===== config.mk =====
export PLATFORM = sky130hd
export DESIGN_NAME = rdc_top
export DESIGN_NICKNAME = d
export VERILOG_FILES = /design/src/shared/rdc_pkg.sv /design/src/hw/rdc_check.sv /design/src/hw/rdc_irq.sv /design/src/hw/rdc_top.sv
export SDC_FILE = /design/constraint.sdc
export NUM_CORES = 1
export LEC_CHECK = 0
export BUFFER_PORTS_ARGS = -buffer_cell sky130_fd_sc_hd__buf_4
export CORE_MARGIN = 2
export CORE_UTILIZATION = 33
export DETAILED_ROUTE_END_ITERATION = 12
export GPL_TIMING_DRIVEN = 1
export PLACE_DENSITY = 0.59
export SYNTH_ARGS = -nofsm -noshare
export SYNTH_HDL_FRONTEND = slang
export SYNTH_SLANG_ARGS = --single-unit

===== constraint.sdc =====
create_clock -name core_clk -period 5.2 [get_ports core_clk]
set_clock_uncertainty 0.2 [all_clocks]
set_input_delay 1.04 -clock core_clk [delete_from_list [all_inputs] [get_ports core_clk]]
set_output_delay 1.04 -clock core_clk [all_outputs]
set_load 0.01 [all_outputs]

===== src/shared/rdc_pkg.sv =====
package rdc_pkg;
    // widths of the message fields
    localparam int OFS_W = 32;
    localparam int LEN_W = 16;
    localparam int TAG_W = 16;
    // completion codes sent to the initiator frame router
    localparam logic [2:0] CMP_NONE = 3'h0;
    localparam logic [2:0] CMP_OFFSET_ERR = 3'h1;
    localparam logic [2:0] CMP_TOO_MUCH = 3'h2;
    localparam logic [2:0] CMP_BAD_LEN = 3'h3;
    localparam logic [2:0] CMP_CONN_FAIL = 3'h4;
    localparam logic [2:0] CMP_CANCEL_ACK = 3'h5;
    // interrupt status bit positions
    localparam int EV_ERR = 0;
    localparam int EV_CONN = 1;
    localparam int EV_CANCEL = 2;
    localparam int EV_DROP = 3;
    localparam int EV_W = 4;
    // register offsets; five address bits so the offset register has its own slot
    localparam logic [4:0] REG_CTRL = 5'h0;
    localparam logic [4:0] REG_STATUS = 5'h4;
    localparam logic [4:0] REG_CLEAR = 5'h8;
    localparam logic [4:0] REG_ENABLE = 5'hc;
    localparam logic [4:0] REG_OFFSET = 5'h10;
    // reset values
    localparam logic CTRL_RETRY_RST = 1'h0;
    typedef enum logic [1:0] {
        RDC_IDLE,
        RDC_SEND,
        RDC_RECV
    } rdc_state_type;
endpackage


===== src/hw/rdc_check.sv =====
`timescale 1ns/1ps
// combinational verdict on one read data frame against the expected offset
module rdc_check #(
    parameter int OFS_W = rdc_pkg::OFS_W,
    parameter int LEN_W = rdc_pkg::LEN_W
) (
    input wire logic [OFS_W-1:0] frame_offset,
    input wire logic [LEN_W-1:0] frame_len,
    input wire logic [OFS_W-1:0] exp_offset,
    input wire logic [OFS_W-1:0] buf_size,
    input wire logic retry_en,
    input wire logic cdp,
    output logic [2:0] verdict,
    output logic start_drop
);
    // one extra bit so the sums cannot wrap past the buffer size
    wire [OFS_W:0] exp_end = {1'b0, exp_offset} + {{(OFS_W+1-LEN_W){1'b0}}, frame_len};
    wire [OFS_W:0] frm_end = {1'b0, frame_offset} + {{(OFS_W+1-LEN_W){1'b0}}, frame_len};
    wire mismatch = frame_offset != exp_offset;
    wire ofs_over = frame_offset > buf_size;
    wire ofs_err = (!retry_en && mismatch) || ofs_over;
    wire too_much = exp_end > {1'b0, buf_size};
    wire bad_len = frame_len == '0;
    // retry case: misplaced frame still inside the buffer starts a drop
    assign start_drop = retry_en && !cdp && mismatch && (frame_offset < buf_size)
        && (frm_end <= {1'b0, buf_size});
    // fixed priority, one completion only
    assign verdict = ofs_err ? rdc_pkg::CMP_OFFSET_ERR :
        too_much ? rdc_pkg::CMP_TOO_MUCH :
        bad_len ? rdc_pkg::CMP_BAD_LEN : rdc_pkg::CMP_NONE;
endmodule


===== src/hw/rdc_irq.sv =====
`timescale 1ns/1ps
// sticky event bits, write-one clear, enable gating onto one level line
module rdc_irq #(
    parameter int W = rdc_pkg::EV_W
) (
    input wire logic core_clk,
    input wire logic rstn,
    input wire logic [W-1:0] ev,
    input wire logic [W-1:0] clr,
    input wire logic [W-1:0] en,
    output logic [W-1:0] status,
    output logic irq
);
    logic [W-1:0] status_r;
    logic irq_r;
    // a set in the clearing cycle wins, so no event is lost
    wire [W-1:0] status_nxt = (status_r & ~clr) | ev;
    always_ff @(posedge core_clk or negedge rstn) begin
        if (!rstn) begin
            status_r <= '0;
            irq_r <= 1'b0;
        end else begin
            status_r <= status_nxt;
            irq_r <= |(status_nxt & en);
        end
    end
    assign status = status_r;
    assign irq = irq_r;
endmodule


===== src/hw/rdc_top.sv =====
// The register offsets and the plain strobed port are this design's own decisions.
`timescale 1ns/1ps
// How it works
// - each read data arrival in receive state, except while dropping or alongside return-to-start, cancel or nak, is checked against offset and buffer size
// - retries off and offset not the expected one gives offset error
// - offset above buffer size gives offset error whatever the retry setting
// - expected offset plus byte count above buffer size gives too much data
// - zero data bytes gives incorrect data length
// - only one completion; offset error, then too much, then bad length
// - retries on, pointer bit clear, misplaced in-range offset starts dropping arrivals
// - dropping ends on the first arrival with the changing pointer bit set
// - good or resumed frame is delivered, expected offset becomes offset plus length
// - ack/nak timeout or connection lost sends connection-failed completion
// - after connection-failed the receive state is kept
// - cancel sends cancel-acknowledged completion carrying the command tag
// - the three failures, cancel ack, or return-to-start go back to idle
// - nak for the read command frame goes back to frame send state
// - receive state entered on transmission of a read command frame, no ack wait
module rdc_top #(
    parameter int OFS_W = rdc_pkg::OFS_W,
    parameter int LEN_W = rdc_pkg::LEN_W,
    parameter int TAG_W = rdc_pkg::TAG_W
) (
    input wire logic core_clk,
    input wire logic rstn,
    // command side
    input wire logic cmd_start,
    input wire logic [TAG_W-1:0] cmd_tag,
    input wire logic [OFS_W-1:0] cmd_buf_size,
    input wire logic cmd_sent,
    input wire logic cmd_nak,
    // messages from the port layer and frame router
    input wire logic data_in_valid,
    input wire logic [OFS_W-1:0] data_in_offset,
    input wire logic [LEN_W-1:0] data_in_len,
    input wire logic data_in_cdp,
    input wire logic ack_nak_timeout,
    input wire logic conn_lost,
    input wire logic cancel_req,
    input wire logic return_to_start,
    // to the initiator frame router
    output logic cmp_valid,
    output logic [2:0] cmp_code,
    output logic [TAG_W-1:0] cmp_tag,
    output logic deliver_valid,
    output logic [OFS_W-1:0] deliver_offset,
    output logic [LEN_W-1:0] deliver_len,
    output logic resend_cmd,
    // register port
    input wire logic [4:0] reg_addr,
    input wire logic [31:0] reg_wdata,
    input wire logic reg_wr,
    input wire logic reg_rd,
    output logic [31:0] reg_rdata,
    output logic irq
);
    // the offset must fit the 32-bit read port and hold any frame length
    if (OFS_W > 32 || OFS_W < LEN_W || TAG_W > 32) begin : g_width_check
        $error("rdc_top: unsupported widths");
    end

    rdc_pkg::rdc_state_type state_r, state_nxt;
    logic [OFS_W-1:0] exp_ofs_r;
    logic [OFS_W-1:0] buf_size_r;
    logic [TAG_W-1:0] tag_r;
    logic drop_r;
    logic retry_r;
    logic [rdc_pkg::EV_W-1:0] irq_en_r;
    logic cmp_valid_r;
    logic [2:0] cmp_code_r;
    logic [TAG_W-1:0] cmp_tag_r;
    logic deliver_valid_r;
    logic [OFS_W-1:0] deliver_offset_r;
    logic [LEN_W-1:0] deliver_len_r;
    logic resend_r;
    logic [31:0] rdata_r;

    wire [2:0] verdict;
    wire start_drop;
    wire [rdc_pkg::EV_W-1:0] ev_status;

    rdc_check #(
        .OFS_W(OFS_W),
        .LEN_W(LEN_W)
    ) u_check (
        .frame_offset(data_in_offset),
        .frame_len(data_in_len),
        .exp_offset(exp_ofs_r),
        .buf_size(buf_size_r),
        .retry_en(retry_r),
        .cdp(data_in_cdp),
        .verdict(verdict),
        .start_drop(start_drop)
    );

    // message decode, only meaningful in the receive state
    wire in_recv = state_r == rdc_pkg::RDC_RECV;
    wire rts = in_recv && return_to_start;
    wire cancel = in_recv && !rts && cancel_req;
    wire nak = in_recv && !rts && !cancel && cmd_nak;
    wire arrive = in_recv && !rts && !cancel && !nak && data_in_valid;
    // a frame with the pointer bit set ends the drop and is then processed
    wire dropped = arrive && drop_r && !data_in_cdp;
    wire checked = arrive && !dropped;
    // while dropping, the resuming frame is taken as the new position
    wire resumed = checked && drop_r;
    wire go_drop = checked && !resumed && start_drop;
    wire fail = checked && !resumed && !start_drop && verdict != rdc_pkg::CMP_NONE;
    wire good = checked && (resumed || (!start_drop && verdict == rdc_pkg::CMP_NONE));
    wire conn_fail = in_recv && !rts && (ack_nak_timeout || conn_lost);
    wire [OFS_W:0] next_ofs_w = {1'b0, data_in_offset} +
        {{(OFS_W+1-LEN_W){1'b0}}, data_in_len};

    // state sequencing
    always_comb begin
        state_nxt = state_r;
        case (state_r)
            rdc_pkg::RDC_IDLE: begin
                if (cmd_start) begin
                    state_nxt = rdc_pkg::RDC_SEND;
                end
            end
            rdc_pkg::RDC_SEND: begin
                if (cmd_sent) begin
                    state_nxt = rdc_pkg::RDC_RECV;
                end
            end
            rdc_pkg::RDC_RECV: begin
                if (rts || cancel || fail) begin
                    state_nxt = rdc_pkg::RDC_IDLE;
                end else if (nak) begin
                    state_nxt = rdc_pkg::RDC_SEND;
                end else begin
                    state_nxt = rdc_pkg::RDC_RECV;
                end
            end
            default: begin
                state_nxt = rdc_pkg::RDC_IDLE;
            end
        endcase
    end

    // state, command context and drop flag
    always_ff @(posedge core_clk or negedge rstn) begin
        if (!rstn) begin
            state_r <= rdc_pkg::RDC_IDLE;
            buf_size_r <= '0;
            tag_r <= '0;
            drop_r <= 1'b0;
        end else begin
            state_r <= state_nxt;
            if (state_r == rdc_pkg::RDC_IDLE && cmd_start) begin
                buf_size_r <= cmd_buf_size;
                tag_r <= cmd_tag;
            end
            if (state_nxt != rdc_pkg::RDC_RECV || resumed) begin
                drop_r <= 1'b0;
            end else if (go_drop) begin
                drop_r <= 1'b1;
            end
        end
    end

    // expected read offset
    always_ff @(posedge core_clk or negedge rstn) begin
        if (!rstn) begin
            exp_ofs_r <= '0;
        end else if (state_r == rdc_pkg::RDC_IDLE && cmd_start) begin
            exp_ofs_r <= '0;
        end else if (good) begin
            exp_ofs_r <= next_ofs_w[OFS_W-1:0];
        end
    end

    // completion, with connection failure below the frame verdicts
    wire cmp_fire = cancel || fail || conn_fail;
    wire [2:0] cmp_sel = cancel ? rdc_pkg::CMP_CANCEL_ACK :
        fail ? verdict : rdc_pkg::CMP_CONN_FAIL;
    always_ff @(posedge core_clk or negedge rstn) begin
        if (!rstn) begin
            cmp_valid_r <= 1'b0;
            cmp_code_r <= rdc_pkg::CMP_NONE;
            cmp_tag_r <= '0;
        end else begin
            cmp_valid_r <= cmp_fire;
            if (cmp_fire) begin
                cmp_code_r <= cmp_sel;
                cmp_tag_r <= tag_r;
            end
        end
    end

    // data delivery and resend request
    always_ff @(posedge core_clk or negedge rstn) begin
        if (!rstn) begin
            deliver_valid_r <= 1'b0;
            deliver_offset_r <= '0;
            deliver_len_r <= '0;
            resend_r <= 1'b0;
        end else begin
            deliver_valid_r <= good;
            if (good) begin
                deliver_offset_r <= data_in_offset;
                deliver_len_r <= data_in_len;
            end
            resend_r <= nak;
        end
    end

    // events for the interrupt block
    wire [rdc_pkg::EV_W-1:0] events = {go_drop, cancel, conn_fail, fail};
    wire clr_wr = reg_wr && reg_addr == rdc_pkg::REG_CLEAR;
    wire [rdc_pkg::EV_W-1:0] clr_bits = clr_wr ? reg_wdata[rdc_pkg::EV_W-1:0] : '0;

    rdc_irq #(
        .W(rdc_pkg::EV_W)
    ) u_irq (
        .core_clk(core_clk),
        .rstn(rstn),
        .ev(events),
        .clr(clr_bits),
        .en(irq_en_r),
        .status(ev_status),
        .irq(irq)
    );

    // control registers written by software
    always_ff @(posedge core_clk or negedge rstn) begin
        if (!rstn) begin
            retry_r <= rdc_pkg::CTRL_RETRY_RST;
            irq_en_r <= '0;
        end else if (reg_wr) begin
            if (reg_addr == rdc_pkg::REG_CTRL) begin
                retry_r <= reg_wdata[0];
            end
            if (reg_addr == rdc_pkg::REG_ENABLE) begin
                irq_en_r <= reg_wdata[rdc_pkg::EV_W-1:0];
            end
        end
    end

    // read mux; unmapped and write-only offsets read as zero
    wire [31:0] rd_mux = (reg_addr == rdc_pkg::REG_CTRL) ? {31'h0, retry_r} :
        (reg_addr == rdc_pkg::REG_STATUS) ? {{(32-rdc_pkg::EV_W){1'b0}}, ev_status} :
        (reg_addr == rdc_pkg::REG_ENABLE) ? {{(32-rdc_pkg::EV_W){1'b0}}, irq_en_r} :
        (reg_addr == rdc_pkg::REG_OFFSET) ? 32'(exp_ofs_r) : 32'h0;
    always_ff @(posedge core_clk or negedge rstn) begin
        if (!rstn) begin
            rdata_r <= 32'h0;
        end else begin
            rdata_r <= reg_rd ? rd_mux : 32'h0;
        end
    end

    assign cmp_valid = cmp_valid_r;
    assign cmp_code = cmp_code_r;
    assign cmp_tag = cmp_tag_r;
    assign deliver_valid = deliver_valid_r;
    assign deliver_offset = deliver_offset_r;
    assign deliver_len = deliver_len_r;
    assign resend_cmd = resend_r;
    assign reg_rdata = rdata_r;
endmodule


==> run_results.csv, run 1 <==
group,metric,value,unit
sta,period_minus_slack,5620,ps
sta,relSlewSlack,23.4,%
final_layout,n_antenna_cell,0,
critical_path,setup.worst_path.class,"input pin to flop",
sta,hold_viol,0,
route,wire_per_inst,19.1,um
cts,cts_buffer_depth,2,
sta,setup_violations,99,
final_layout,area_growth,41.3,%
place,place.gp.congestion,0.906,
place,io_buffers,220,
synth,synth_fp_nets,1515,
flow_run,drv_cap,0,
place,dp.cells,2061,
grt,grt_pass1_vias,11000,
cts,cts_tree,"built",
min_path,worstHoldPathType,"flop to flop",
place,postPlaceCellArea,15900,um^2
grt,globalRoute.totalOverflow,0,
cts,insertion_delay,460,ps
route,dr_total_vias,10700,
grt,antenna_found_initial,0,
sta,fin_hold_ws,279,ps
grt,grt_pass1_wl,62.3,mm
final_layout,fillers,3461,
route,detail-route-antenna-nets,0,
floorplan,start_util,33.5,%
final_layout,layout-drive-gt1-share,36.5,%
synth,synthCells,1239,
route,drt_wl_total,40.6,mm
cts,clock-sinks,195,
sta,tightest_slew,1150,ps
final_layout,layout.nets,1921,
final_layout,multi_input_area,7500,um^2
synth,synth_seq_cells,195,
floorplan,ios,249,
critical_path,critPathLaunchType,"input pin",
synth,synthDistinctLibCells,67,
route,drt-initial-drc-count,557,
synth,async_reset_ff_share,100,%
critical_path,worstSetupStartpoint,"data_in_len[0]",
status,outcome,"finished with violations",
min_path,worst_hold_startpoint,"tag_r[14]",
route,drt_first_pass_iters,5,
critical_path,end_kind,"flop",
final_layout,seq_area,4880,um^2
sta,slew_viol_final,0,
place,detailed_place_hpwl,30.7,mm
power,leakage,8.84,nW
synth,yosys_warnings,0,
floorplan,rows,70,
synth,synth.top_cell.area_share,39.9,%
final_layout,stdcell_area,17300,um^2
floorplan,dieArea,38600,um^2
critical_path,r2r-start,"exp_ofs_r[4]",
synth,synth_edf_count,0,
sta,timing.final.crit_share,108,%
power,vdd_drop_max,0.256,mV
grt,grt_util_all_layers,21.0,%
critical_path,worst-path-max-fanout,9,
route,drc,0,
critical_path,cp.required,5350,ps
synth,ys_seq_area_share,39.9,%
route,via_per_inst,5.06,
synth,synthTopCellsByCount,"dfrtp_1 (195), nand2_1 (147), ha_1 (128), mux2_2 (78), o21ai_0 (76)",
synth,synth_area,12200,um^2
critical_path,arrival,5770,ps
sta,fmax,178,MHz
synth,synth_area_leaders,"dfrtp_1 (40%), ha_1 (13%), mux2_2 (7.2%)",
sta,rsz0062_at_grt,"true",
floorplan,coreArea,36500,um^2
sta,fin_ws,-419,ps
cts,cts_root_buf,"clkbuf_16",
final_layout,stdcell_count,2126,
synth,synth_most_common_cell,"dfrtp_1",
cts,cts_max_level,4,
synth,synth_top_area_cell,"dfrtp_1",
cts,cts_hold_buf,0,
synth,syn-mean-instance-area,9.87,um^2
synth,ys.flop_type,"dfrtp_1",
cts,cts-buffers-inserted,17,
cts,clkTransAtPathRegs,80,ps
power,powerDensity,347,nW/um^2
floorplan,die_x,196,um
final_layout,utilization,47.3,%
status,violations,"setup timing",
grt,grt_max_degree,84,
floorplan,die_h,196,um
## registers in the layout (all words and copies together), names as in the netlist
| register | cells |
|---|---|
| buf_size_r | 32 |
| deliver_offset | 32 |
| exp_ofs_r | 32 |
| reg_rdata | 32 |
| cmp_tag | 16 |
| deliver_len | 16 |
| tag_r | 16 |
| irq_en_r | 4 |
| u_irq.status | 4 |
| cmp_code | 3 |
| state_r | 2 |
| cmp_valid | 1 |
| deliver_valid | 1 |
| drop_r | 1 |
| resend_cmd | 1 |
| retry_r | 1 |
| u_irq.irq | 1 |
## layout make-up
cell class / count / share of cell area [%]
multi-input cells: 944 / 43.4
flip-flops and latches: 195 / 28.2
repair buffers: 426 / 20.2
well taps: 468 / 3.39
clock buffers: 19 / 2.56
inverters: 61 / 1.33
clock inverters: 13 / 0.840
## logic make-up (layout without fill, tap and decap cells)
family,count (synthesis),count (layout),share of synthesized area (%)
simple gates,391,391,16.1
compound gates,250,250,12.8
flops,195,195,39.9
fa+ha+maj,130,130,13.4
buf+inv,100,519,3.33
mux,88,88,8.37
xor+xnor,85,85,6.09
## power by group
part	switching [mW]	internal (mW)
Clock	0.665	0.693
Combinational	1.37	1.21
Sequential	0.185	1.88
## worst max-delay path, stage by stage
cell and delay [ps]:
buf_8 110, ha_4 170, fa_2 370, a211oi_2 240, o21a_1 230, nor2_2 60
a211oi_2 170, buf_4 190, o21a_1 140, nand2b_4 200, buf_6 120, nor2_2 40
xor2_1 150, ha_1 310, nand4_1 240, nor4_4 250, and3_4 230, a211oi_2 40
a311oi_1 260, nand3_2 130, nor4b_4 170, o21ai_4 200, buf_4 190, clkbuf_16 190
mux2_2 330
## per-layer routing
metal / track usage, % / up-vias / wire length [um]
met3: 3.47 / 39 / 1780
li1: - / 5215 / -
met2: 35.9 / 248 / 19700
met4: 5.78 / 0 / 738
met5: 0 / - / 0
met1: 27.6 / 5246 / 18300
## path summary, 6_finish.rpt
path,slack [ps],depth (start not counted),endpoint
max,-420,25,deliver_len[1]
min,280,2,tag_r[14]
max reg2reg,-80,22,deliver_len[11]
min reg2reg,280,2,tag_r[14]
max in group asynchronous,3450,2,cmp_tag[8]
min in group asynchronous,350,1,deliver_len[3]
## stage by stage
stage               worst slack, ps  total power [mW]  setup TNS, ps
global placement               -919              4.47         -87850
CTS                            -340              6.03         -27180
global route                   -607              6.45         -55560
floorplan                      -299              3.48         -23130
finish                         -419              6.00         -35510
detailed placement             -935              4.55         -89890
## layout by cell type (no fill, tap or decap), types with 21 or more instances in the layout
cell type	count
mux2_4	46
nand2_1	145
dfrtp_1	195
xor2_1	48
nand3_1	26
o21ai_0	66
and2_1	48
nor2_1	42
buf_4	397
xnor2_1	33
nand4_1	29
mux2_2	41
ha_1	116
clkbuf_16	21
inv_1	60
a21oi_1	69
## timing repair
action | CTS | global route
resized for setup | 62 | 23
setup endpoints to repair | 98 | 106
pin swaps | 30 | 5
buffers inserted | 24 | 3
gates cloned | 3 | 4
Power figures use the tool's default switching activity.
==> run 2: changes to the inputs <==
--- a/config.mk
+++ b/config.mk
@@ -10,7 +10,6 @@
 export CORE_UTILIZATION = 33
 export DETAILED_ROUTE_END_ITERATION = 12
 export GPL_TIMING_DRIVEN = 1
-export PLACE_DENSITY = 0.59
 export SYNTH_ARGS = -nofsm -noshare
 export SYNTH_HDL_FRONTEND = slang
 export SYNTH_SLANG_ARGS = --single-unit
==> run 2 against run 1 <==
First-iteration DRC count is 8.1% higher. Die area stayed put. Largest cell class unchanged. Clock power is 3% higher. Critical path type unchanged. Combinational power is 3% higher. The run still ends with setup timing left. Critical endpoint is now deliver_len[13]. Register-to-register slack hardly changed. Global-route usage is 0.35 points higher. Routed wire length is 1.8% higher. Final cell count is 0.24% higher.
==> run_results.csv, run 2 (synthesis results as in run 1) <==
group,metric,value,unit
sta,period_minus_slack,5610,ps
min_path,worstHoldPathType,"flop to flop",
critical_path,worst-path-max-fanout,7,
flow_run,drv_cap,0,
floorplan,dieArea,38600,um^2
cts,clock-sinks,195,
floorplan,die_h,196,um
sta,hold_viol,0,
route,detail-route-antenna-nets,0,
status,violations,"setup timing",
cts,cts_hold_buf,0,
power,p_total,6.11,mW
critical_path,critPathLaunchType,"input pin",
place,detailed_place_hpwl,30.6,mm
floorplan,ios,249,
cts,cts_buffer_depth,2,
cts,insertion_delay,470,ps
critical_path,end_kind,"flop",
grt,grt_pass1_wl,63.2,mm
critical_path,cp.required,5350,ps
critical_path,setup.worst_path.class,"input pin to flop",
route,drt_wl_total,41.3,mm
grt,grt_max_degree,111,
route,dr_total_vias,10900,
sta,rsz0062_at_grt,"true",
status,outcome,"finished with violations",
final_layout,final_cell_mix,"buf_4 (399), dfrtp_1 (195), nand2_1 (145), ha_1 (115), mux2_4 (73)",
critical_path,crit_chain,"buf_8 > ha_4 > a21o_1 > a221oi_2 > nor2b_1 > a311o_1 > a311oi_2 > nand2b_4 > buf_4 > o21ai_0 > o31ai_2 > ha_1 > a211o_1 > a221oi_2 > a211oi_2 > a311oi_2 > nand3_2 > nor4b_4 > o21ai_4 > buf_12 > buf_12 > buf_12 > mux2_4",
cts,cts_max_level,4,
grt,globalRoute.totalOverflow,0,
final_layout,final_common_cell,"buf_4",
sta,fmax,178,MHz
grt,grt_util_all_layers,21.4,%
route,drt-initial-drc-count,602,
final_layout,utilization,48.1,%
power,vdd_drop_max,0.269,mV
route,via_per_inst,5.12,
critical_path,arrival,5750,ps
critical_path,crit_buf_inv,5,
route,drt_first_pass_iters,5,
sta,timing.final.crit_share,108,%
power,power_switching,2.29,mW
power,p_sw_share,37.5,%
sta,fin_hold_ws,283,ps
floorplan,rows,70,
floorplan,die_x,196,um
critical_path,slowest_stage,"a311oi_2",
sta,relSlewSlack,16.3,%
final_layout,fillers,3385,
sta,fin_ws,-409,ps
power,clkPwrFrac,22.9,%
place,io_buffers,220,
final_layout,n_antenna_cell,0,
cts,clkTransAtPathRegs,70,ps
power,p_int,3.82,mW
power,p_comb_share,43.4,%
final_layout,layout.nets,1926,
critical_path,cp_common_cell,"buf_12",
sta,setup_violations,103,
grt,antenna_found_initial,0,
route,drc,0,
power,leakage,8.99,nW
cts,cts_root_buf,"clkbuf_16",
sta,slew_viol_final,0,
floorplan,coreArea,36500,um^2
cts,cts_tree,"built",
floorplan,start_util,33.5,%
critical_path,slowest_delay,400,ps
grt,grt_pass1_vias,11200,
place,place.gp.congestion,0.909,
power,pwr-share-seq,33.8,%
cts,cts-buffers-inserted,17,
critical_path,critical-path-top-delay-family,"compound AO/OA/AOI/OAI gates",
sta,tightest_slew,1260,ps
power,powerDensity,348,nW/um^2
critical_path,reg2reg_slack,-90,ps
final_layout,area_growth,43.5,%
route,wire_per_inst,19.4,um
final_layout,layout-drive-gt1-share,37.7,%
[run 2: changes by cell type in the layout (fill, tap and decap cells not counted), sizes merged]
cell,delta
buf,+6
clkbuf,-3
clkinv,+2
[run 2: area by class of cell]
type | instances | area (um^2) | area share (%)
Multi-Input combinational cell | 944 | 7700 | 43.9
Tap cell | 468 | 586 | 3.34
Sequential cell | 195 | 4880 | 27.8
Timing Repair Buffer | 431 | 3540 | 20.2
Inverter | 61 | 233 | 1.33
Clock buffer | 17 | 425 | 2.42
Clock inverter | 15 | 190 | 1.08
[run 2: metrics by stage]
step | setup slack (ps) | setup TNS, ps | std cells | instance area [um^2]
floorplan | -299 | -23130 | 1239 | 12500
global placement | -952 | -88050 | 2064 | 16000
detailed placement | -957 | -87700 | 2064 | 16000
CTS | -317 | -24200 | 2121 | 17300
global route | -593 | -53350 | 2131 | 17600
finish | -409 | -34040 | 2131 | 17600
[run 2: power by group through the flow]
stage / clock network [mW] / logic, mW / registers (mW)
after floorplan: 0 / 1.36 / 2.11
after global placement: 0 / 2.40 / 2.07
after detailed placement: 0 / 2.48 / 2.08
after CTS: 1.43 / 2.60 / 2.06
after global routing: 1.49 / 2.94 / 2.11
final: 1.40 / 2.65 / 2.06
[run 2: worst paths after layout]
check                               startpoint            endpoint  depth (start not counted)
worst min register to register        tag_r[0]            tag_r[0]                          2
max in group asynchronous                 rstn  deliver_offset[25]                          2
worst max register to register    exp_ofs_r[4]     deliver_len[13]                         22
worst min-delay path                  tag_r[0]            tag_r[0]                          2
min in group asynchronous                 rstn      deliver_len[3]                          1
worst max-delay path            data_in_len[9]     deliver_len[13]                         23
[run 2: repair_timing]
action | in CTS | in global routing
resized for setup | 96 | 46
setup buffers | 22 | 12
setup endpoints to repair | 98 | 106
gates cloned | 4 | 2
pin swaps | 23 | 41
[run 2: routing by layer]
metal	vias to the layer above	GRT usage [%]	wire length, um
met5	-	0	0
met4	0	8.28	1300
met3	75	4.09	2200
met2	291	35.2	19600
met1	5315	27.8	18200
li1	5233	-	-
[run 2: worst reg2reg max path: stages (launching register included)]
cell      delay [ps]
dfrtp_1          420
ha_4             250
o21a_1           190
o21a_1           210
o2111a_1         260
a21oi_2          200
o21ai_2          110
a31oi_4          290
nor2_2            70
xor2_1           150
ha_1             300
nand4_1          160
or4_4            610
nor2_1           110
a41oi_1          120
o31a_1           130
a31o_4           230
nor4b_4          300
o21ai_4          120
buf_12           180
buf_12           130
buf_12           140
mux2_4           300
==> run 3: changes to the inputs <==
--- a/config.mk
+++ b/config.mk
@@ -8,8 +8,11 @@
 export BUFFER_PORTS_ARGS = -buffer_cell sky130_fd_sc_hd__buf_4
 export CORE_MARGIN = 2
 export CORE_UTILIZATION = 33
+export CTS_CLUSTER_SIZE = 12
 export DETAILED_ROUTE_END_ITERATION = 12
 export GPL_TIMING_DRIVEN = 1
+export PLACE_DENSITY = 0.52
 export SYNTH_ARGS = -nofsm -noshare
 export SYNTH_HDL_FRONTEND = slang
+export SYNTH_HIERARCHICAL = 1
 export SYNTH_SLANG_ARGS = --single-unit
==> run 3 against run 2 <==
The flow still finishes with violations (setup timing). Count of clock-buffer cells in the layout unchanged. Worst hold slack got worse by 16 ps. Global-route usage increased by 1.3 points. Design area increased by 7.0%.
==> run_results.csv, run 3 <==
group,metric,value,unit
floorplan,start_util,33.4,%
final_layout,layout.nets,2202,
synth,async_reset_ff_share,100,%
floorplan,ios,249,
final_layout,final_cell_mix,"buf_4 (402), nand2_1 (326), dfrtp_1 (195), ha_1 (141), a21oi_1 (60)",
grt,grt_pass1_wl,72.0,mm
grt,grt_util_all_layers,22.7,%
sta,rsz0062_at_grt,"true",
cts,clock-sinks,195,
final_layout,multi_input_area,8520,um^2
critical_path,cp.required,5330,ps
synth,synth_top_area_cell,"dfrtp_1",
place,postPlaceCellArea,17100,um^2
floorplan,rows,73,
route,drt_wl_total,48.3,mm
final_layout,seq_area,4880,um^2
critical_path,reg2reg_slack,-160,ps
min_path,worstHoldPathType,"flop to flop",
sta,period_minus_slack,5600,ps
critical_path,worst-r2r-cell-count,25,
sta,fmax,179,MHz
power,p_int,3.48,mW
grt,grt.busiest_layer,"met2",
sta,fin_hold_ws,266,ps
place,dp.cells,2373,
final_layout,final_common_cell,"buf_4",
synth,syn-mean-instance-area,8.93,um^2
final_layout,stdcell_area,18800,um^2
critical_path,critPathLaunchType,"input pin",
sta,timing.final.crit_share,108,%
synth,ys_seq_area_share,36.8,%
cts,cts_max_level,4,
critical_path,setup.worst_path.class,"input pin to flop",
power,p_sw_share,39.0,%
grt,antenna_found_initial,1,
place,detailed_place_hpwl,36.6,mm
route,detail-route-antenna-nets,0,
critical_path,worst-path-max-fanout,8,
synth,synthCells,1485,
floorplan,die_x,204,um
grt,grt_use_met3,3.13,%
critical_path,r2r-start,"exp_ofs_r[0]",
final_layout,fillers,3915,
critical_path,arrival,5730,ps
critical_path,reg2reg_to,"cmp_tag[8]",
sta,slew_viol_final,0,
grt,grt_util_met1,30.2,%
grt,grt_max_degree,119,
power,p_comb_share,41.4,%
grt,globalRoute.totalOverflow,0,
sta,tns,-32860,ps
synth,synth_most_common_cell,"nand2_1",
cts,cts_root_buf,"clkbuf_16",
final_layout,layout-drive-gt1-share,32.8,%
power,vdd_drop_max,0.204,mV
synth,synthDistinctLibCells,85,
route,via_per_inst,5.13,
cts,cts_buffer_depth,2,
critical_path,critPathCapture,"exp_ofs_r[15]",
status,outcome,"finished with violations",
synth,yosys_warnings,6,
cts,cts_tree,"built",
sta,hold_viol,0,
grt,grt_pass1_vias,12300,
sta,tightest_slew,1160,ps
floorplan,coreArea,39700,um^2
power,clkPwrFrac,24.1,%
final_layout,area_growth,41.5,%
critical_path,worstSetupStartpoint,"data_in_offset[0]",
final_layout,stdcell_count,2448,
floorplan,dieArea,41800,um^2
cts,cts-buffers-inserted,17,
cts,insertion_delay,460,ps
sta,fin_ws,-399,ps
synth,ys.flop_type,"dfrtp_1",
route,wire_per_inst,19.7,um
sta,relSlewSlack,22.7,%
route,dr_total_vias,12500,
place,io_buffers,220,
status,violations,"setup timing",
route,drt_first_pass_iters,5,
min_path,worst_hold_startpoint,"deliver_offset[2]",
route,drt-initial-drc-count,809,
synth,synth_edf_count,0,
power,power_switching,2.22,mW
power,powerDensity,304,nW/um^2
synth,synth_area_leaders,"dfrtp_1 (37%), ha_1 (14%), nand2_1 (9.6%)",
synth,synth.top_cell.area_share,36.8,%
synth,synth_fp_nets,1778,
floorplan,die_h,204,um
power,pwr-share-seq,34.5,%
flow_run,drv_cap,0,
route,drc,0,
synth,synthTopCellsByCount,"nand2_1 (338), dfrtp_1 (195), ha_1 (144), a21oi_1 (70), nand3_1 (67)",
critical_path,end_kind,"flop",
sta,setup_violations,105,
synth,synth_area,13300,um^2
place,place.gp.congestion,0.906,
power,leakage,9.72,nW
synth,synth_seq_cells,195,
grt,use_met2,38.8,%
cts,clkTransAtPathRegs,80,ps
-- run 3: cell count changes in the layout (fill, tap and decap cells not counted), moves of 9 or more --
cell / previous run / this run
a21o_1: 16 / 33
and2_1: 48 / 7
and3_1: 14 / 50
ha_1: 115 / 141
ha_4: 12 / 2
mux2_2: 14 / 5
mux2_4: 73 / 16
nand2_1: 145 / 326
nand2_2: 2 / 12
nand3_1: 27 / 40
nand3_2: 1 / 25
o21ai_0: 64 / 20
o21ai_1: 6 / 30
xnor2_1: 33 / 48
-- run 3: area by class of cell --
type,instances,share of cell area [%]
Antenna cell,1,0.0133
Timing Repair inverter,1,0.0333
Tap cell,525,3.50
Sequential cell,195,26.0
Inverter,60,1.29
Clock inverter,15,1.01
Clock buffer,17,2.27
Timing Repair Buffer,447,20.5
Multi-Input combinational cell,1187,45.4
-- run 3: routing by layer --
metal	share of wire [%]	vias to the layer above
li1	-	6112
met1	44	6088
met2	49	302
met3	4.4	46
met4	2.5	0
met5	0	-
-- run 3: worst max-delay path: stages --
cell	delay, ps
buf_4	110
ha_2	200
fa_2	370
a211o_1	360
a21oi_4	200
o211ai_1	140
a311o_1	340
nor2b_4	170
nand3_2	80
xnor2_1	120
ha_1	270
a21oi_1	140
nor2b_1	60
o21ai_1	170
o2111ai_1	150
a21oi_1	190
a21oi_1	100
a311oi_2	240
buf_4	180
nor2_1	50
a22o_1	210
nand3_4	110
buf_8	150
clkinv_8	100
and3_4	180
mux2i_2	180
o311ai_2	140
-- run 3: power by group through the flow --
stage	Sequential [mW]	Clock, mW	Combinational (mW)
after detailed placement	2.00	0	2.25
after floorplan	1.98	0	1.34
after global routing	2.01	1.47	2.64
final	1.97	1.37	2.36
after global placement	1.99	0	2.19
after CTS	1.97	1.41	2.32
-- run 3: worst min-delay path by stage --
stage,end,slack [ps],depth (start not counted)
5_1_grt,deliver_offset[6],290,2
3_5_place_dp,deliver_offset[6],260,2
2_1_floorplan,tag_r[0],240,2
6_report,deliver_offset[2],270,2
4_1_cts,deliver_len[6],270,2
3_3_place_gp,deliver_offset[18],250,2
-- run 3: what timing repair did --
item | in CTS | in global routing
pin swaps | 16 | 35
endpoints found under the hold margin | 0 | 0
hold buffers | 0 | 0
gates cloned | 8 | 6
resized for setup | 54 | 66
setup endpoints to repair | 105 | 105
setup buffers | 16 | 14
-- run 3: metrics by stage --
step | power, mW | util, % | setup slack (ps)
after floorplan | 3.32 | - | -398
after global placement | 4.19 | 43.0 | -993
after detailed placement | 4.25 | 43.0 | -1070
after CTS | 5.70 | 46.0 | -375
after global routing | 6.12 | 47.2 | -618
final | 5.71 | 47.2 | -399
-- run 3: cells by family (layout without fill, tap and decap cells) --
family,Yosys count,after routing,share of synthesized area [%]
xor gates and xnor gates,103,103,6.80
and+or+nand+nor,635,635,22.9
muxes,22,22,1.86
other,1,2,0.0283
buffers and inverters,103,540,3.14
AOI/OAI and AO/OA,279,279,14.4
DFF,195,195,36.8
adders and majority gates,147,147,14.0
